==> config.mk <==
export PLATFORM = sky130hd
export DESIGN_NAME = igr_router
export DESIGN_NICKNAME = d
export VERILOG_FILES = /design/src/design/igr_pkg.sv /design/src/design/igr_sync.sv /design/src/design/igr_pick.sv /design/src/design/igr_router.sv
export VERILOG_INCLUDE_DIRS = /design/src /design/src/design
export SDC_FILE = /design/constraint.sdc
export NUM_CORES = 1
export LEC_CHECK = 0
export BUFFER_PORTS_ARGS = -buffer_cell sky130_fd_sc_hd__buf_2
export CAP_MARGIN = 5
export CORE_UTILIZATION = 55
export DETAILED_ROUTE_END_ITERATION = 10
export PLACE_DENSITY = 0.85
export RECOVER_POWER = 50
export SYNTH_ARGS = -nofsm -noshare
export SYNTH_HDL_FRONTEND = slang
export SYNTH_HIERARCHICAL = 1
export SYNTH_SLANG_ARGS = --single-unit
==> constraint.sdc <==
create_clock -name clk_i -period 19.45 [get_ports clk_i]
set_clock_uncertainty 0.05 [all_clocks]
set_input_delay 0.9725 -clock clk_i [delete_from_list [all_inputs] [get_ports clk_i]]
set_output_delay 0.9725 -clock clk_i [all_outputs]
set_load 0.02 [all_outputs]
==> src/design/igr_defs.svh <==
// register offsets, field positions and reset values of the group router
// assumes byte addressing on a 32-bit wishbone slave, word aligned
`ifndef IGR_DEFS_SVH
`define IGR_DEFS_SVH

`define IGR_NUM_IRQ        8
`define IGR_ADR_W          14

// distributor side
`define IGR_DIST_CTRL      14'h0000
`define IGR_GROUP_BITS     14'h0080
`define IGR_SET_PEND       14'h0200
`define IGR_PRIO_LO        14'h0400
`define IGR_PRIO_HI        14'h0404

// cpu interface side
`define IGR_CPU_CTRL       14'h1000
`define IGR_PRIO_MASK      14'h1004
`define IGR_BP_PRIMARY     14'h1008
`define IGR_ACK_PRIMARY    14'h100c
`define IGR_EOI_PRIMARY    14'h1010
`define IGR_RUN_PRIO       14'h1014
`define IGR_HIGH_PEND      14'h1018
`define IGR_BP_ALIASED     14'h101c
`define IGR_ACK_ALIASED    14'h1020
`define IGR_EOI_ALIASED    14'h1024

// event status, enable and clear
`define IGR_EVT_STATUS     14'h2000
`define IGR_EVT_ENABLE     14'h2004
`define IGR_EVT_CLEAR      14'h2008

// control fields
`define IGR_F_G0EN         0
`define IGR_F_G1EN         1
`define IGR_F_ACK_CONTROL  2
`define IGR_F_FIQSEL       3
`define IGR_F_CBP          4

// event bits
`define IGR_E_SPURIOUS     0
`define IGR_E_RO_WRITE     1
`define IGR_E_EOI_BAD      2

// reset values; group bits all group 0 on reset
`define IGR_GROUP_RST      8'h00
`define IGR_BP_RST         3'h2
`define IGR_ID_SPURIOUS    10'h3ff
`define IGR_ID_OTHER_GRP   10'h3fe
`define IGR_PRIO_IDLE      8'hff

`endif

==> src/design/igr_pkg.sv <==
// types of the interrupt group router
// assumes igr_defs.svh on the include path
`include "igr_defs.svh"

package igr_pkg;

	typedef struct packed {
		logic [1:0]                 dctl;
		logic [`IGR_NUM_IRQ-1:0]    group;
		logic [4:0]                 cctl;
		logic [7:0]                 pmr;
		logic [2:0]                 bpr;
		logic [2:0]                 abpr;
		logic [`IGR_NUM_IRQ-1:0]    pend;
		logic [`IGR_NUM_IRQ-1:0]    act;
		logic [8*`IGR_NUM_IRQ-1:0]  prio;
		logic [2:0]                 evt_stat;
		logic [2:0]                 evt_en;
		logic [`IGR_NUM_IRQ-1:0]    src_prev;
		logic                       ack;
		logic [31:0]                rdat;
		logic                       fiq;
		logic                       irq;
		logic                       intr;
	} igr_state_t;

	typedef struct packed {
		logic [`IGR_NUM_IRQ-1:0] s1;
		logic [`IGR_NUM_IRQ-1:0] s2;
		logic [`IGR_NUM_IRQ-1:0] s3;
		logic [`IGR_NUM_IRQ-1:0] lvl;
	} igr_sync_t;

endpackage : igr_pkg

==> src/design/igr_sync.sv <==
// three-stage synchroniser for the interrupt source pins
// assumes sources are asynchronous levels; output is a filtered level
`timescale 1ns/1ps
`include "igr_defs.svh"

module igr_sync
	import igr_pkg::*;
(
	// clock and reset
	input  wire logic                    clk_i,
	input  wire logic                    rst_i,
	// pins in, level out
	input  wire logic [`IGR_NUM_IRQ-1:0] pin_i,
	output logic      [`IGR_NUM_IRQ-1:0] lvl_o
);

	igr_sync_t q;
	igr_sync_t d;

	always_comb begin
		d    = q;
		d.s1 = pin_i;
		d.s2 = q.s1;
		d.s3 = q.s2;
		// only take a change once stages two and three agree
		for (int i = 0; i < `IGR_NUM_IRQ; i++) begin
			if (q.s2[i] == q.s3[i]) begin
				d.lvl[i] = q.s3[i];
			end
		end
	end

	always_ff @(posedge clk_i) begin
		if (rst_i) begin
			q <= '0;
		end else begin
			q <= d;
		end
	end

	assign lvl_o = q.lvl;

endmodule : igr_sync

==> src/design/igr_pick.sv <==
// highest priority pending interrupt, masked by distributor group enables
// assumes lower priority value is more urgent; ties go to the lower id
`timescale 1ns/1ps
`include "igr_defs.svh"

module igr_pick
	import igr_pkg::*;
(
	// candidate state
	input  wire logic [`IGR_NUM_IRQ-1:0]   cand_i,
	input  wire logic [`IGR_NUM_IRQ-1:0]   group_i,
	input  wire logic [1:0]                dctl_i,
	input  wire logic [8*`IGR_NUM_IRQ-1:0] prio_i,
	// winner
	output logic                           valid_o,
	output logic [2:0]                     id_o,
	output logic                           grp0_o,
	output logic [7:0]                     prio_o
);

	always_comb begin
		valid_o = 1'b0;
		id_o    = 3'h0;
		prio_o  = `IGR_PRIO_IDLE;
		for (int i = 0; i < `IGR_NUM_IRQ; i++) begin
			// each distributor enable gates only its own group
			if (cand_i[i] && (group_i[i] ? dctl_i[`IGR_F_G1EN] : dctl_i[`IGR_F_G0EN])) begin // RULE4
				if (!valid_o || prio_i[8*i +: 8] < prio_o) begin
					valid_o = 1'b1;
					id_o    = 3'(i);
					prio_o  = prio_i[8*i +: 8];
				end
			end
		end
		grp0_o = !group_i[id_o]; // RULE2
	end

endmodule : igr_pick

==> src/design/igr_router.sv <==
// interrupt group router: distributor, one cpu interface, wishbone slave
// assumes classic wishbone master on clk_i; sources are async level pins
//
// What this block does
// RULE1: after reset every interrupt sits in group 0, the secure group.
// RULE2: a writable group bit per interrupt marks group 1, the non-secure group.
// RULE3: with fast-request select set, group 0 goes out on fast request, group 1 on normal.
// RULE4: distributor enables for group 0 and group 1 each gate only their own group.
// RULE5: cpu interface enables for each group are separate from each other and the distributor.
// RULE6: with acknowledge control 0, primary ack takes group 0 and aliased ack takes group 1.
// RULE7: with acknowledge control 0, primary eoi ends group 0 and aliased eoi ends group 1.
// RULE8: aliased ack and eoi exist here; software may still use acknowledge control 1.
// RULE9: with common binary point 0, group 0 uses primary and group 1 aliased binary point.
// RULE10: with common binary point 1, both groups use the primary binary point.
// RULE11: read-only registers return their value and store nothing on a write; each write sets the read-only write event bit.
// RULE12: write-only registers act on writes and read back an unspecified value (zero).
// RULE13: group bit reset value is an implementation choice, here group 0.
// RULE14: the processor routes fast requests to its secure monitor and keeps normal masked.
// RULE15: group 0 with fast select drives fast request only if interface group 0 is enabled.
// RULE16: all bits sit in 32-bit registers; request outputs follow one cycle after a write.
`timescale 1ns/1ps
`include "igr_defs.svh"

module igr_router
	import igr_pkg::*;
(
	// clock and reset
	input  wire logic                    clk_i,
	input  wire logic                    rst_i,
	// wishbone slave
	input  wire logic [`IGR_ADR_W-1:0]   adr_i,
	input  wire logic [31:0]             dat_i,
	input  wire logic [3:0]              sel_i,
	input  wire logic                    we_i,
	input  wire logic                    cyc_i,
	input  wire logic                    stb_i,
	output logic      [31:0]             dat_o,
	output logic                         ack_o,
	// interrupt source pins
	input  wire logic [`IGR_NUM_IRQ-1:0] src_i,
	// requests to the processor
	output logic                         fiq_o,
	output logic                         irq_o,
	// event interrupt
	output logic                         int_o
);

	igr_state_t q;
	igr_state_t d;

	logic [`IGR_NUM_IRQ-1:0] src_lvl;
	logic                    hp_valid;
	logic [2:0]              hp_id;
	logic                    hp_grp0;
	logic [7:0]              hp_prio;

	igr_sync u_sync (
		.clk_i (clk_i),
		.rst_i (rst_i),
		.pin_i (src_i),
		.lvl_o (src_lvl)
	);

	// active interrupts cannot be picked again until completed
	igr_pick u_pick (
		.cand_i  (q.pend & ~q.act),
		.group_i (q.group),
		.dctl_i  (q.dctl),
		.prio_i  (q.prio),
		.valid_o (hp_valid),
		.id_o    (hp_id),
		.grp0_o  (hp_grp0),
		.prio_o  (hp_prio)
	);

	// byte lane merge of a write
	function automatic logic [31:0] lane_merge(input logic [31:0] old_v,
		input logic [31:0] new_v, input logic [3:0] sel);
		logic [31:0] r;
		r = old_v;
		for (int b = 0; b < 4; b++) begin
			if (sel[b]) begin
				r[8*b +: 8] = new_v[8*b +: 8];
			end
		end
		return r;
	endfunction : lane_merge

	// priority bits that take part in preemption for a binary point
	function automatic logic [7:0] bp_mask(input logic [2:0] bp);
		logic [7:0] m;
		m = 8'hff << bp;
		m = m << 1;
		return m;
	endfunction : bp_mask

	// running priority: most urgent active interrupt, idle when none
	function automatic logic [7:0] run_prio(input logic [`IGR_NUM_IRQ-1:0] act,
		input logic [8*`IGR_NUM_IRQ-1:0] prio);
		logic [7:0] r;
		r = `IGR_PRIO_IDLE;
		for (int i = 0; i < `IGR_NUM_IRQ; i++) begin
			if (act[i] && prio[8*i +: 8] < r) begin
				r = prio[8*i +: 8];
			end
		end
		return r;
	endfunction : run_prio

	logic [7:0]              rpr;
	logic [7:0]              pre_mask;
	logic                    next_int;
	logic                    req;
	logic [`IGR_ADR_W-1:0]   wadr;
	logic [31:0]             wval;
	logic [`IGR_NUM_IRQ-1:0] pend_set;
	logic [`IGR_NUM_IRQ-1:0] pend_clr;
	logic [`IGR_NUM_IRQ-1:0] act_set;
	logic [`IGR_NUM_IRQ-1:0] act_clr;
	logic [2:0]              evt_set;
	logic [2:0]              evt_clr;
	logic [9:0]              eoi_id;
	logic [2:0]              eoi_idx;

	always_comb begin
		rpr = run_prio(q.act, q.prio);
		// group 1 takes the primary point when the point is shared
		if (hp_grp0 || q.cctl[`IGR_F_CBP]) begin // RULE10
			pre_mask = bp_mask(q.bpr);
		end else begin
			pre_mask = bp_mask(q.abpr); // RULE9
		end
		next_int = hp_valid && (hp_prio < q.pmr) &&
			((q.act == '0) || (hp_prio < (rpr & pre_mask)));
	end

	always_comb begin
		d        = q;
		req      = cyc_i && stb_i && !q.ack;
		wadr     = {adr_i[`IGR_ADR_W-1:2], 2'b00};
		wval     = 32'h0;
		pend_set = src_lvl & ~q.src_prev;
		pend_clr = '0;
		act_set  = '0;
		act_clr  = '0;
		evt_set  = 3'h0;
		evt_clr  = 3'h0;
		eoi_id   = dat_i[9:0];
		eoi_idx  = dat_i[2:0];
		d.src_prev = src_lvl;
		// one-cycle ack; the master must drop stb before the next request
		d.ack    = req;
		if (req && we_i) begin
			case (wadr)
				`IGR_DIST_CTRL: begin
					wval   = lane_merge({30'h0, q.dctl}, dat_i, sel_i);
					d.dctl = wval[1:0]; // RULE16
				end
				`IGR_GROUP_BITS: begin
					wval    = lane_merge({24'h0, q.group}, dat_i, sel_i);
					d.group = wval[`IGR_NUM_IRQ-1:0]; // RULE2
				end
				`IGR_SET_PEND: begin
					if (sel_i[0]) begin
						pend_set = pend_set | dat_i[`IGR_NUM_IRQ-1:0];
					end
				end
				`IGR_PRIO_LO: begin
					d.prio[31:0] = lane_merge(q.prio[31:0], dat_i, sel_i);
				end
				`IGR_PRIO_HI: begin
					d.prio[63:32] = lane_merge(q.prio[63:32], dat_i, sel_i);
				end
				`IGR_CPU_CTRL: begin
					wval   = lane_merge({27'h0, q.cctl}, dat_i, sel_i);
					d.cctl = wval[4:0]; // RULE5
				end
				`IGR_PRIO_MASK: begin
					wval  = lane_merge({24'h0, q.pmr}, dat_i, sel_i);
					d.pmr = wval[7:0];
				end
				`IGR_BP_PRIMARY: begin
					if (sel_i[0]) begin
						d.bpr = dat_i[2:0];
					end
				end
				`IGR_BP_ALIASED: begin
					if (sel_i[0]) begin
						d.abpr = dat_i[2:0];
					end
				end
				`IGR_EOI_PRIMARY, `IGR_EOI_ALIASED: begin
					// primary ends group 0, or either group under ack control; aliased ends group 1
					if (eoi_id < 10'(`IGR_NUM_IRQ) && q.act[eoi_idx] &&
						((wadr == `IGR_EOI_PRIMARY && (!q.group[eoi_idx] ||
						q.cctl[`IGR_F_ACK_CONTROL])) ||
						(wadr == `IGR_EOI_ALIASED && q.group[eoi_idx]))) begin // RULE7
						act_clr[eoi_idx] = 1'b1; // RULE12
					end else begin
						evt_set[`IGR_E_EOI_BAD] = 1'b1;
					end
				end
				`IGR_EVT_ENABLE: begin
					if (sel_i[0]) begin
						d.evt_en = dat_i[2:0];
					end
				end
				`IGR_EVT_CLEAR: begin
					if (sel_i[0]) begin
						evt_clr = dat_i[2:0];
					end
				end
				`IGR_ACK_PRIMARY, `IGR_ACK_ALIASED, `IGR_RUN_PRIO,
				`IGR_HIGH_PEND, `IGR_EVT_STATUS: begin
					// read-only: nothing stored, only flagged
					evt_set[`IGR_E_RO_WRITE] = 1'b1; // RULE11
				end
				default: begin
				end
			endcase
		end
		if (req && !we_i) begin
			case (wadr)
				`IGR_DIST_CTRL:   d.rdat = {30'h0, q.dctl};
				`IGR_GROUP_BITS:  d.rdat = {24'h0, q.group};
				`IGR_SET_PEND:    d.rdat = {24'h0, q.pend};
				`IGR_PRIO_LO:     d.rdat = q.prio[31:0];
				`IGR_PRIO_HI:     d.rdat = q.prio[63:32];
				`IGR_CPU_CTRL:    d.rdat = {27'h0, q.cctl};
				`IGR_PRIO_MASK:   d.rdat = {24'h0, q.pmr};
				`IGR_BP_PRIMARY:  d.rdat = {29'h0, q.bpr};
				`IGR_BP_ALIASED:  d.rdat = {29'h0, q.abpr};
				`IGR_RUN_PRIO:    d.rdat = {24'h0, rpr};
				`IGR_HIGH_PEND: begin
					d.rdat = hp_valid ? {29'h0, hp_id} : {22'h0, `IGR_ID_SPURIOUS};
				end
				`IGR_EVT_STATUS:  d.rdat = {29'h0, q.evt_stat};
				`IGR_EVT_ENABLE:  d.rdat = {29'h0, q.evt_en};
				`IGR_ACK_PRIMARY: begin
					// primary takes group 0, or either group under ack control
					if (next_int && (hp_grp0 || q.cctl[`IGR_F_ACK_CONTROL])) begin // RULE6
						d.rdat           = {29'h0, hp_id};
						pend_clr[hp_id]  = 1'b1;
						act_set[hp_id]   = 1'b1;
					end else begin
						d.rdat = next_int ? {22'h0, `IGR_ID_OTHER_GRP} :
							{22'h0, `IGR_ID_SPURIOUS};
						evt_set[`IGR_E_SPURIOUS] = 1'b1;
					end
				end
				`IGR_ACK_ALIASED: begin
					if (next_int && !hp_grp0) begin // RULE8
						d.rdat           = {29'h0, hp_id};
						pend_clr[hp_id]  = 1'b1;
						act_set[hp_id]   = 1'b1;
					end else begin
						d.rdat = {22'h0, `IGR_ID_SPURIOUS};
						evt_set[`IGR_E_SPURIOUS] = 1'b1;
					end
				end
				default: d.rdat = 32'h0; // RULE12
			endcase
		end
		// a new edge wins over an acknowledge in the same cycle
		d.pend     = (q.pend & ~pend_clr) | pend_set;
		d.act      = (q.act & ~act_clr) | act_set;
		d.evt_stat = (q.evt_stat & ~evt_clr) | evt_set;
		d.intr     = |(d.evt_stat & d.evt_en);
		// request outputs, registered once after the state they follow
		d.fiq = 1'b0;
		d.irq = 1'b0;
		if (next_int) begin
			if (hp_grp0 && q.cctl[`IGR_F_FIQSEL]) begin // RULE3
				d.fiq = q.cctl[`IGR_F_G0EN]; // RULE15
			end else begin
				d.irq = hp_grp0 ? q.cctl[`IGR_F_G0EN] : q.cctl[`IGR_F_G1EN]; // RULE5
			end
		end
	end

	always_ff @(posedge clk_i) begin
		if (rst_i) begin
			q       <= '0;
			q.group <= `IGR_GROUP_RST; // RULE1 RULE13
			q.bpr   <= `IGR_BP_RST;
			q.abpr  <= `IGR_BP_RST;
		end else begin
			q <= d;
		end
	end

	assign dat_o = q.rdat;
	assign ack_o = q.ack;
	assign fiq_o = q.fiq;
	assign irq_o = q.irq;
	assign int_o = q.intr;

endmodule : igr_router

# Word-level counts from Yosys, hierarchy flattened
# Cells that the tools add are included.
# op_classes
reduce_logical	75
n_bitwise	18
shift	2
order_cmp	22
mux	101
n_eq_ne	25
# op_table
op	n
one-hot mux 32 bit (15 select lines)	1
2-to-1 mux 8 bit	33
< comparator 8 bit	16
equality test 12 x 11 -> 1 bit (second input constant)	10
2-to-1 mux 3 bit	19
AND reduction 3 bit	14
bitwise AND 8 bit	5
2-to-1 mux 1 bit	37
equality test 12 bit (second input constant)	3
NOT 8 bit	4
logical AND 1 bit	31
2-to-1 mux 10 bit	3
equality test 12 x 9 -> 1 bit (second input constant)	2
bitwise OR 8 bit	3
one-hot mux 8 bit (2 select lines)	1
left shift 8 x 3 -> 7 bit (first input constant)	2
equality test 12 x 6 -> 1 bit (second input constant)	1
equality test 12 x 8 -> 1 bit (second input constant)	1
logical NOT 12 bit	1
logical OR 1 bit	12
logical NOT 1 bit	11
< comparator 10 x 4 -> 1 bit (second input constant)	1
binary-select mux 1 bit (select 3 bit)	3
OR reduction 3 bit	3
14 further kinds	26
# word_totals
out_inout_bits	36
elab_cells	278
input_bits	63
register_bits	191

# Depth between registers and ports, before layout
# Gate-level depths: netlist of run 1.
# depth
ltp_word	48
depth_mapped	99
depth_no_buf	90

# Cells and area by module
# The synthesis of run 1 kept the hierarchy.
# by_module_without_submodules
module	seq_area_each_um2	cells_each	area_each_um2	instances
igr_router	3183.1	1261	10178.5	1
igr_pick	0.0	389	2708.8	1
igr_sync	640.6	91	983.4	1

# Worst setup path after synthesis of run 1
# OpenSTA, ideal clock, no wires.
# synth_timing
kind	register to register
start	register q[149] (netlist bit)
end	register q[119] (netlist bit)
setup_slack_ps	3706
arrival_time_ps	15623
t_required_ps	19330
setup_ps	70
path_stages_with_launch	85
n_path_buf	9
synth_period_minus_slack_ps	15744
path_cell_list	dfxtp_1 -> mux2_2 -> nand2_1 -> nor2_1 -> ha_1 -> nand4_1 -> or3_1 -> a21boi_1 -> buf_2 -> nor2_1 -> a21oi_1 -> inv_1 -> ha_1 -> and4_1 -> a21oi_1 -> nand2_1 -> a21o_1 -> clkbuf_1 -> (+49 left out) -> a21o_1 -> a21oi_1 -> o21ai_0 -> a31oi_2 -> o21ai_4 -> a221o_1 -> o21ai_1 -> clkbuf_1 -> nor2_1 -> mux2i_1 -> nand3_1 -> ha_1 -> a2111oi_0 -> o211ai_1 -> and4b_1 -> buf_6 -> or4b_1 -> a21oi_1
# synth_between
elab_chain_cells	45
elab_cells_between_ends	104
cone_classes	11 x order compare; 59 x mux; 4 x bitwise; 30 x reduce/logical
# synth_lines
element	line_no	text
from (decl)	igr_router.sv:48	igr_state_t q;
2-to-1 mux 1 bit	igr_pick.sv:27	if (cand_i[i] && (group_i[i] ? dctl_i[`IGR_F_G1EN] : dctl_i[`IGR_F_G0EN])) begin
logical AND 1 bit	igr_pick.sv:27	
2-to-1 mux 8 bit / 2-to-1 mux 1 bit (equally long branches)	igr_pick.sv:27	
< comparator 8 bit / logical NOT 1 bit (equally long branches)	igr_pick.sv:28	if (!valid_o || prio_i[8*i +: 8] < prio_o) begin
logical OR 1 bit	igr_pick.sv:28	
2-to-1 mux 8 bit / 2-to-1 mux 1 bit (equally long branches)	igr_pick.sv:28	
2-to-1 mux 8 bit / 2-to-1 mux 1 bit (equally long branches)	igr_pick.sv:27	
< comparator 8 bit / logical NOT 1 bit (equally long branches)	igr_pick.sv:28	
(+26 left out)	--	
named net hp_grp0	igr_router.sv:54	logic hp_grp0;
(+3 left out)	--	
< comparator 8 bit	igr_router.sv:134	((q.act == '0) || (hp_prio < (rpr & pre_mask)));
logical OR 1 bit	igr_router.sv:134	
logical AND 1 bit	igr_router.sv:133	next_int = hp_valid && (hp_prio < q.pmr) &&
logical AND 1 bit (on tied branches)	igr_router.sv:252, igr_router.sv:241	
2-to-1 mux 8 bit (on tied branches)	igr_router.sv:252, igr_router.sv:241	
one-hot mux 8 bit (2 select lines) *	igr_router.sv:223	case (wadr)
2-to-1 mux 8 bit *	igr_router.sv:222	if (req && !we_i) begin
bitwise OR 8 bit *	igr_router.sv:266	d.act = (q.act & ~act_clr) | act_set;
# The timed path passes the listed nets; every way through them passes the cells marked *. The select of a mux whose other input is x is not followed.
# A chain may end at the register's enable or synchronous reset.

# Final worst setup path of run 1
# layout_timing
start	register q[149] (netlist bit)
end	register q, in the netlist dat_o[7]
# layout_between
elab_chain_cells	43
elab_cells_between_ends	85
cone_classes	9 x order compare; 52 x mux; 1 x bitwise; 23 x reduce/logical
# layout_lines
element	line_no	text
2-to-1 mux 1 bit	igr_pick.sv:27	
logical AND 1 bit	igr_pick.sv:27	
2-to-1 mux 8 bit / 2-to-1 mux 1 bit (equally long branches)	igr_pick.sv:27	
< comparator 8 bit / logical NOT 1 bit (equally long branches)	igr_pick.sv:28	
logical OR 1 bit	igr_pick.sv:28	
2-to-1 mux 8 bit / 2-to-1 mux 1 bit (equally long branches)	igr_pick.sv:28	
2-to-1 mux 8 bit / 2-to-1 mux 1 bit (equally long branches)	igr_pick.sv:27	
< comparator 8 bit / logical NOT 1 bit (equally long branches)	igr_pick.sv:28	
(+26 left out)	--	
named net hp_grp0	igr_router.sv:54	
(+1 left out)	--	
2-to-1 mux 8 bit	igr_router.sv:128	if (hp_grp0 || q.cctl[`IGR_F_CBP]) begin
bitwise AND 8 bit	igr_router.sv:134	
< comparator 8 bit	igr_router.sv:134	
logical OR 1 bit	igr_router.sv:134	
logical AND 1 bit	igr_router.sv:133	
logical AND 1 bit (on tied branches)	igr_router.sv:252, igr_router.sv:241	
2-to-1 mux 10 bit (on tied branches)	igr_router.sv:252, igr_router.sv:241	
one-hot mux 32 bit (15 select lines) *	igr_router.sv:223	
# Marks and branches as above.

==> results of run 1 <==
through the flow:
stage | std cells | util, % | area [sq um] | total power [W]
after floorplan | 1741 | - | 13900 | 0.000417
after global placement | 2052 | 57.9 | 14200 | 0.000430
after detailed placement | 2052 | 57.9 | 14200 | 0.000430
after CTS | 2084 | 60.6 | 14900 | 0.000826
after global routing | 2084 | 60.4 | 14800 | 0.000843
final | 2084 | 60.4 | 14800 | 0.000824
critical path, delay by kind of cell, from the launching register on:
| family | cells | cell delay, ps |
|---|---|---|
| AO/OA/AOI/OAI | 36 | 7860 |
| adder cells (fa/ha/maj) | 8 | 2320 |
| buffers and inverters | 6 | 540 |
| flip-flops | 1 | 530 |
| multiplexers | 5 | 1600 |
| AND/OR/NAND/NOR | 26 | 5050 |
metal layers:
metal / up-vias / share of wire, % / track usage, %
met5: - / 0 / 0
met1: 6426 / 39 / 42.4
met2: 800 / 45 / 53.7
met3: 178 / 10 / 6.25
li1: 6320 / - / -
met4: 0 / 5.7 / 19.9
worst max-delay path by stage:
stage               endpoint  slack (ps)  depth (start not counted)
floorplan             q[119]        3710                         84
global placement    dat_o[5]        1520                         80
detailed placement  dat_o[7]        1180                         81
CTS                 dat_o[7]        1060                         81
global route        dat_o[3]          40                         84
finish              dat_o[7]        1290                         81
state kept, by name, indices dropped and copies added, names as in the netlist:
name and count:
u_sync/d 16, u_sync/lvl_o 8, dat_o 32, fiq_o 1, ack_o 1, irq_o 1, q 123, u_sync/q 8
int_o 1
logic make-up after synthesis:
group           after synthesis  share of synthesized area (%)
simple gates                628                           22.5
compound gates              464                           22.7
buf+inv                     213                           7.22
flops                       191                           27.6
mux                         148                           11.4
fa+ha+maj                    94                           8.43
xor+xnor                      3                          0.189
synthesized netlist by cell type (9+ instances only):
cell type  count  area, sq um
nand2_1      126          473
o2111ai_1     11         96.3
nor4_1        11         68.8
ha_1          91         1140
nor2b_1       80          500
o22ai_1       11         68.8
mux2i_1      106         1060
clkbuf_1      64          240
o211ai_1      10         75.1
a22oi_1       42          315
nand3_1       33          165
inv_1         93          349
and2_1        10         62.6
buf_4         45          338
a311oi_1      11         96.3
nand4_1       15         93.8
nand3b_1      12         90.1
a31oi_1       12         75.1
nor3_1        33          165
a21o_1        19          143
a21oi_1      150          751
dfxtp_1      191         3820
and3_1        20          125
nand2b_1      16          100
o21ai_0       73          365
or4_1          9         67.6
mux2_2        31          349
a211oi_1       9         67.6
nor2_1       213          800
o21a_1         9         67.6
power breakdown:
| part | switching (W) | total [W] | internal, W |
|---|---|---|---|
| sequential | 0.000000862 | 0.000394 | 0.000393 |
| clock | 0.000214 | 0.000402 | 0.000188 |
| combinational | 0.0000197 | 0.0000281 | 0.00000835 |
| total | 0.000235 | 0.000824 | 0.000589 |
layout make-up:
type                            instances  area (sq um)  area share (%)
Clock buffer                           17           425            2.87
Sequential cell                       191          3820            25.8
Clock inverter                         15           240            1.62
Inverter                               93           349            2.35
Timing Repair Buffer                  107           510            3.44
Tap cell                              324           405            2.73
Multi-Input combinational cell       1337          9070            61.2
==> flow_summary.ini, run 1 <==
[critical_path]
endpoint_kind = register
slowest_stage = dfxtp_1
cpPeakStageDelay_ps = 530
crit_path_max_fanout = 17
startpoint_type = register
startpoint = q[149]
r2r_slack_ps = 1290
cp.arrival_ps = 18400
path_class = reg -> reg
critPathRequiredTime_ps = 19690
crit_top_cell = a21oi_1
reg2reg_depth = 81
timing.rr.start = q[149]
r2r_end = dat_o[7]

[floorplanning]
die_height_um = 161
io_pins = 99
die_w_um = 161
core_area_sq_um = 24500
die_area_sq_um = 25900
start_util_pct = 56.5
num_rows = 57

[final_layout]
drive_gt1_share_pct = 10.2
n_antenna_cell = 0
final_common_cell = nor2_1
nFillCells = 2204
syn_to_final_growth_pct = 6.87
layout_common_cells = 210 x nor2_1, 190 x dfxtp_1, 150 x a21oi_1, 126 x nand2_1, 105 x mux2i_1
nNetsFinal = 1901

[logic_synthesis]
netlist_area_sq_um = 13900
synth_flop_cell = dfxtp_1
yosys_warnings = 6
syn_nets = 1895
async_flop_share_pct = 0
synth_cells = 1741
ys_seq_area_share_pct = 27.6
synth_edf_count = 0
syn_avg_cell_area_sq_um = 7.97
ys_seq_elements = 191
synthDistinctLibCells = 102

[timing]
period_minus_slack_ps = 18160
fin_ws_ps = 1290
hold_viol_final = 0
finalSetupTns_ps = 0
slew-limit-headroom_pct = -37.3
period_share_pct = 93.4
finalSetupViolations = 0
holdWs_ps = 395
fmax_mhz = 55.1
final-max-slew-violation-count = 38
rsz0062_at_grt = no
tightest_slew_ps = 2060

[clock_tree]
clock_latency_ps = 460
post_cts_buffers = 0
cts_tree = built
hold_buffers = 0
cts.clk_slew.worst_paths_ps = 90
cts_sinks = 191
cts-root-buf = clkbuf_16
clockBufferDepth = 2
ctsResizeCount = 0
cts_buffers = 17
htree_levels = 4

[pwr]
vdd_drop_max_mv = 0.0720
leakage_nw = 6.22
p_per_area_nw_per_um2 = 55.6

[status]
outcome = complete, but fails checks
violations = max-capacitance violations, max-slew violations

[detailed_routing]
drtPass1Iterations = 8
routed_wirelength_um = 44200
drt-vias-per-instance = 6.59
drt_iter0_markers = 1693
ant_nets = 0
drc_errors = 0
wl_per_cell_um = 21.2
vias = 13700

[global_route]
grtUsageTotal_pct = 33.7
gr-total-overflow = 0
grt_antenna_before_repair = 1
grt_pass1_vias = 12800
grt_max_degree = 99
grt_pass1_wl_um = 68200

[hold_path]
whs_endpoint = u_sync/d[8]
whs_path_depth = 1
worst_hold_startpoint = u_sync/d[16]
hold_class = reg -> reg

[place]
portBuffers = 96
dpl.hpwl_um = 32400
pre_cts_ws_ps = 1180
place.gp.congestion = 0.962

[job]
maxCapViolCount = 1
No activity file was read; power rests on OpenSTA's default activity.
==> run 2, diff against run 1 <==
--- a/config.mk
+++ b/config.mk
@@ -10,9 +10,8 @@
 export CAP_MARGIN = 5
 export CORE_UTILIZATION = 55
 export DETAILED_ROUTE_END_ITERATION = 10
-export PLACE_DENSITY = 0.85
+export PLACE_DENSITY_LB_ADDON = 0.05
 export RECOVER_POWER = 50
 export SYNTH_ARGS = -nofsm -noshare
 export SYNTH_HDL_FRONTEND = slang
-export SYNTH_HIERARCHICAL = 1
 export SYNTH_SLANG_ARGS = --single-unit
==> flow_summary.ini, run 2 <==
[status]
outcome = complete, but fails checks
violations = max-capacitance violations, max-slew violations

[timing]
holdWs_ps = 398
slew-limit-headroom_pct = -32.1
finalSetupViolations = 0
period_minus_slack_ps = 18260
final-max-slew-violation-count = 36
hold_viol_final = 0
fmax_mhz = 54.8
period_share_pct = 93.9
tightest_slew_ps = 1980

[clock_tree]
cts_sinks = 191
htree_levels = 4
hold_buffers = 0
cts.clk_slew.worst_paths_ps = 90
cts_tree = built
clockBufferDepth = 2
cts-root-buf = clkbuf_16
cts_buffers = 17
clock_latency_ps = 470

[final_layout]
nNetsFinal = 1968
largest_reg_flops = 123
drive_gt1_share_pct = 11.2
n_antenna_cell = 0
layout_common_cells = 233 x nand2_1, 187 x dfxtp_1, 185 x nor2_1, 171 x a21oi_1, 102 x ha_1
syn_to_final_growth_pct = 10.5
fin_cells = 2135
final_core_util_pct = 62.6
top_register = q
final_common_cell = nand2_1

[logic_synthesis]
synth_edf_count = 0
yosys_warnings = 0
ys_seq_elements = 191
yosys-top-cells-count = 233 x nand2_1, 191 x dfxtp_1, 185 x nor2_1
yosysTopAreaCell = dfxtp_1
yosys.area.top_type_share_pct = 28.4
ys_seq_area_share_pct = 28.4
syn_nets = 1914
async_flop_share_pct = 0
synth_flop_cell = dfxtp_1
synthDistinctLibCells = 97
synth.top_cells.by_area = dfxtp_1 28%, ha_1 9.5%, nand2_1 6.5%, a21oi_1 6.4%, mux2i_1 6.4%
netlist_area_sq_um = 13500
syn_avg_cell_area_sq_um = 7.69
yosysMostFrequentCell = nand2_1
synth_cells = 1749

[detailed_routing]
drt_iter0_markers = 1459
drtPass1Iterations = 7
drt-vias-per-instance = 6.29
ant_nets = 0
wl_per_cell_um = 21.4
vias = 13400
drc_errors = 0
routed_wirelength_um = 45700

[critical_path]
slowest_stage = or4_1
cp.arrival_ps = 18500
cpPeakStageDelay_ps = 590
r2r_slack_ps = 1190
critPathRequiredTime_ps = 19700
endpoint_kind = register
startpoint_type = register
reg2reg_depth = 86
timing.rr.start = q[149]
crit_top_cell = a21oi_1
crit_path_max_fanout = 11
r2r_end = dat_o[1]
path_class = reg -> reg

[global_route]
grtUsageTotal_pct = 36.6
grt_use_met1_pct = 49.0
grt_use_met2_pct = 57.4
grt_use_met3_pct = 5.33
grt_max_degree = 123
gr-total-overflow = 0
gr-max-usage-layer = met2
grt_antenna_before_repair = 0
grt_pass1_wl_um = 68800
grt_pass1_vias = 12200

[pwr]
vdd_drop_max_mv = 0.0624
leakage_nw = 6.31
p_per_area_nw_per_um2 = 54.8

[hold_path]
whs_endpoint = u_sync.d[8]
worst_hold_startpoint = u_sync.d[16]
whs_path_depth = 1
hold_class = reg -> reg

[place]
dpl.hpwl_um = 34200
portBuffers = 96
placed_cells_incl_taps = 2091
place.gp.congestion = 0.944

[floorplanning]
die_w_um = 158
num_rows = 56
die_area_sq_um = 25100
start_util_pct = 56.6
io_pins = 99
core_area_sq_um = 23800
die_height_um = 158

[job]
maxCapViolCount = 1
==> run 2: cell types whose count changed in the layout (fill, tap and decap cells not counted), sizes merged, moves of 23 or more <==
cell   delta
o21ai    +23
nand2   +107
buf      +41
mux2     -29
nor2     -28
==> run 2: kinds of logic after synthesis <==
logic type,count (synthesis),share of synthesized area [%]
AO/OA/AOI/OAI,485,23.6
XOR/XNOR,2,0.130
adder cells (fa/ha/maj),103,9.57
buffers and inverters,195,6.44
flip-flops,191,28.4
multiplexers,98,7.71
AND/OR/NAND/NOR,675,24.1
==> run 2: area by class of cell <==
cell class | count | area (sq um)
fillers | 2196 | 8890
multi-input cells | 1364 | 8860
flip-flops and latches | 191 | 3830
repair buffers | 148 | 821
clock buffers | 17 | 425
well taps | 319 | 399
inverters | 81 | 304
clock inverters | 15 | 224
==> run 2: how the worst max path moves through the flow <==
| stage | startpoint | to | slack, ps |
|---|---|---|---|
| after global routing | q[149] | dat_o[6] | -50 |
| after detailed placement | q[149] | dat_o[1] | 380 |
| after CTS | q[149] | dat_o[1] | 220 |
| after floorplan | q[149] | dat_o[2] | 1400 |
| after global placement | q[149] | dat_o[1] | 780 |
| final | q[149] | dat_o[1] | 1190 |
==> run 2: power by group <==
| group | total, W | switching, W | internal, W |
|---|---|---|---|
| clock network | 0.000393 | 0.000210 | 0.000184 |
| registers | 0.000394 | 0.000000828 | 0.000393 |
| logic | 0.0000280 | 0.0000197 | 0.00000829 |
==> run 2: routing by layer <==
| layer | routed length [um] | up-vias |
|---|---|---|
| li1 | - | 6380 |
| met1 | 19300 | 6294 |
| met2 | 20300 | 631 |
| met3 | 3910 | 115 |
| met4 | 2210 | 0 |
| met5 | 0 | - |
==> run 2: what timing repair did <==
item / 4_1_cts / 5_1_grt
endpoints found under the setup margin: 0 / 30
setup buffers: 0 / 11
resized for setup: 0 / 22
==> run 2: critical path: cells and delay by family, from the launching register on <==
kind            cells  cell delay (ps)
simple gates       26             5310
flops               1              450
buf+inv             9             1240
mux                 3              910
compound gates     40             7750
fa+ha+maj           8             2380
==> run 2: metrics by stage <==
| stage | setup TNS [ps] | instance area (sq um) | setup slack, ps | power [W] |
|---|---|---|---|---|
| floorplan | 0 | 13500 | 1400 | 0.000416 |
| global placement | 0 | 14100 | 776 | 0.000430 |
| finish | 0 | 14900 | 1190 | 0.000815 |
| CTS | 0 | 14700 | 224 | 0.000815 |
| detailed placement | 0 | 14100 | 377 | 0.000431 |
| global route | -361 | 14900 | -53.3 | 0.000832 |
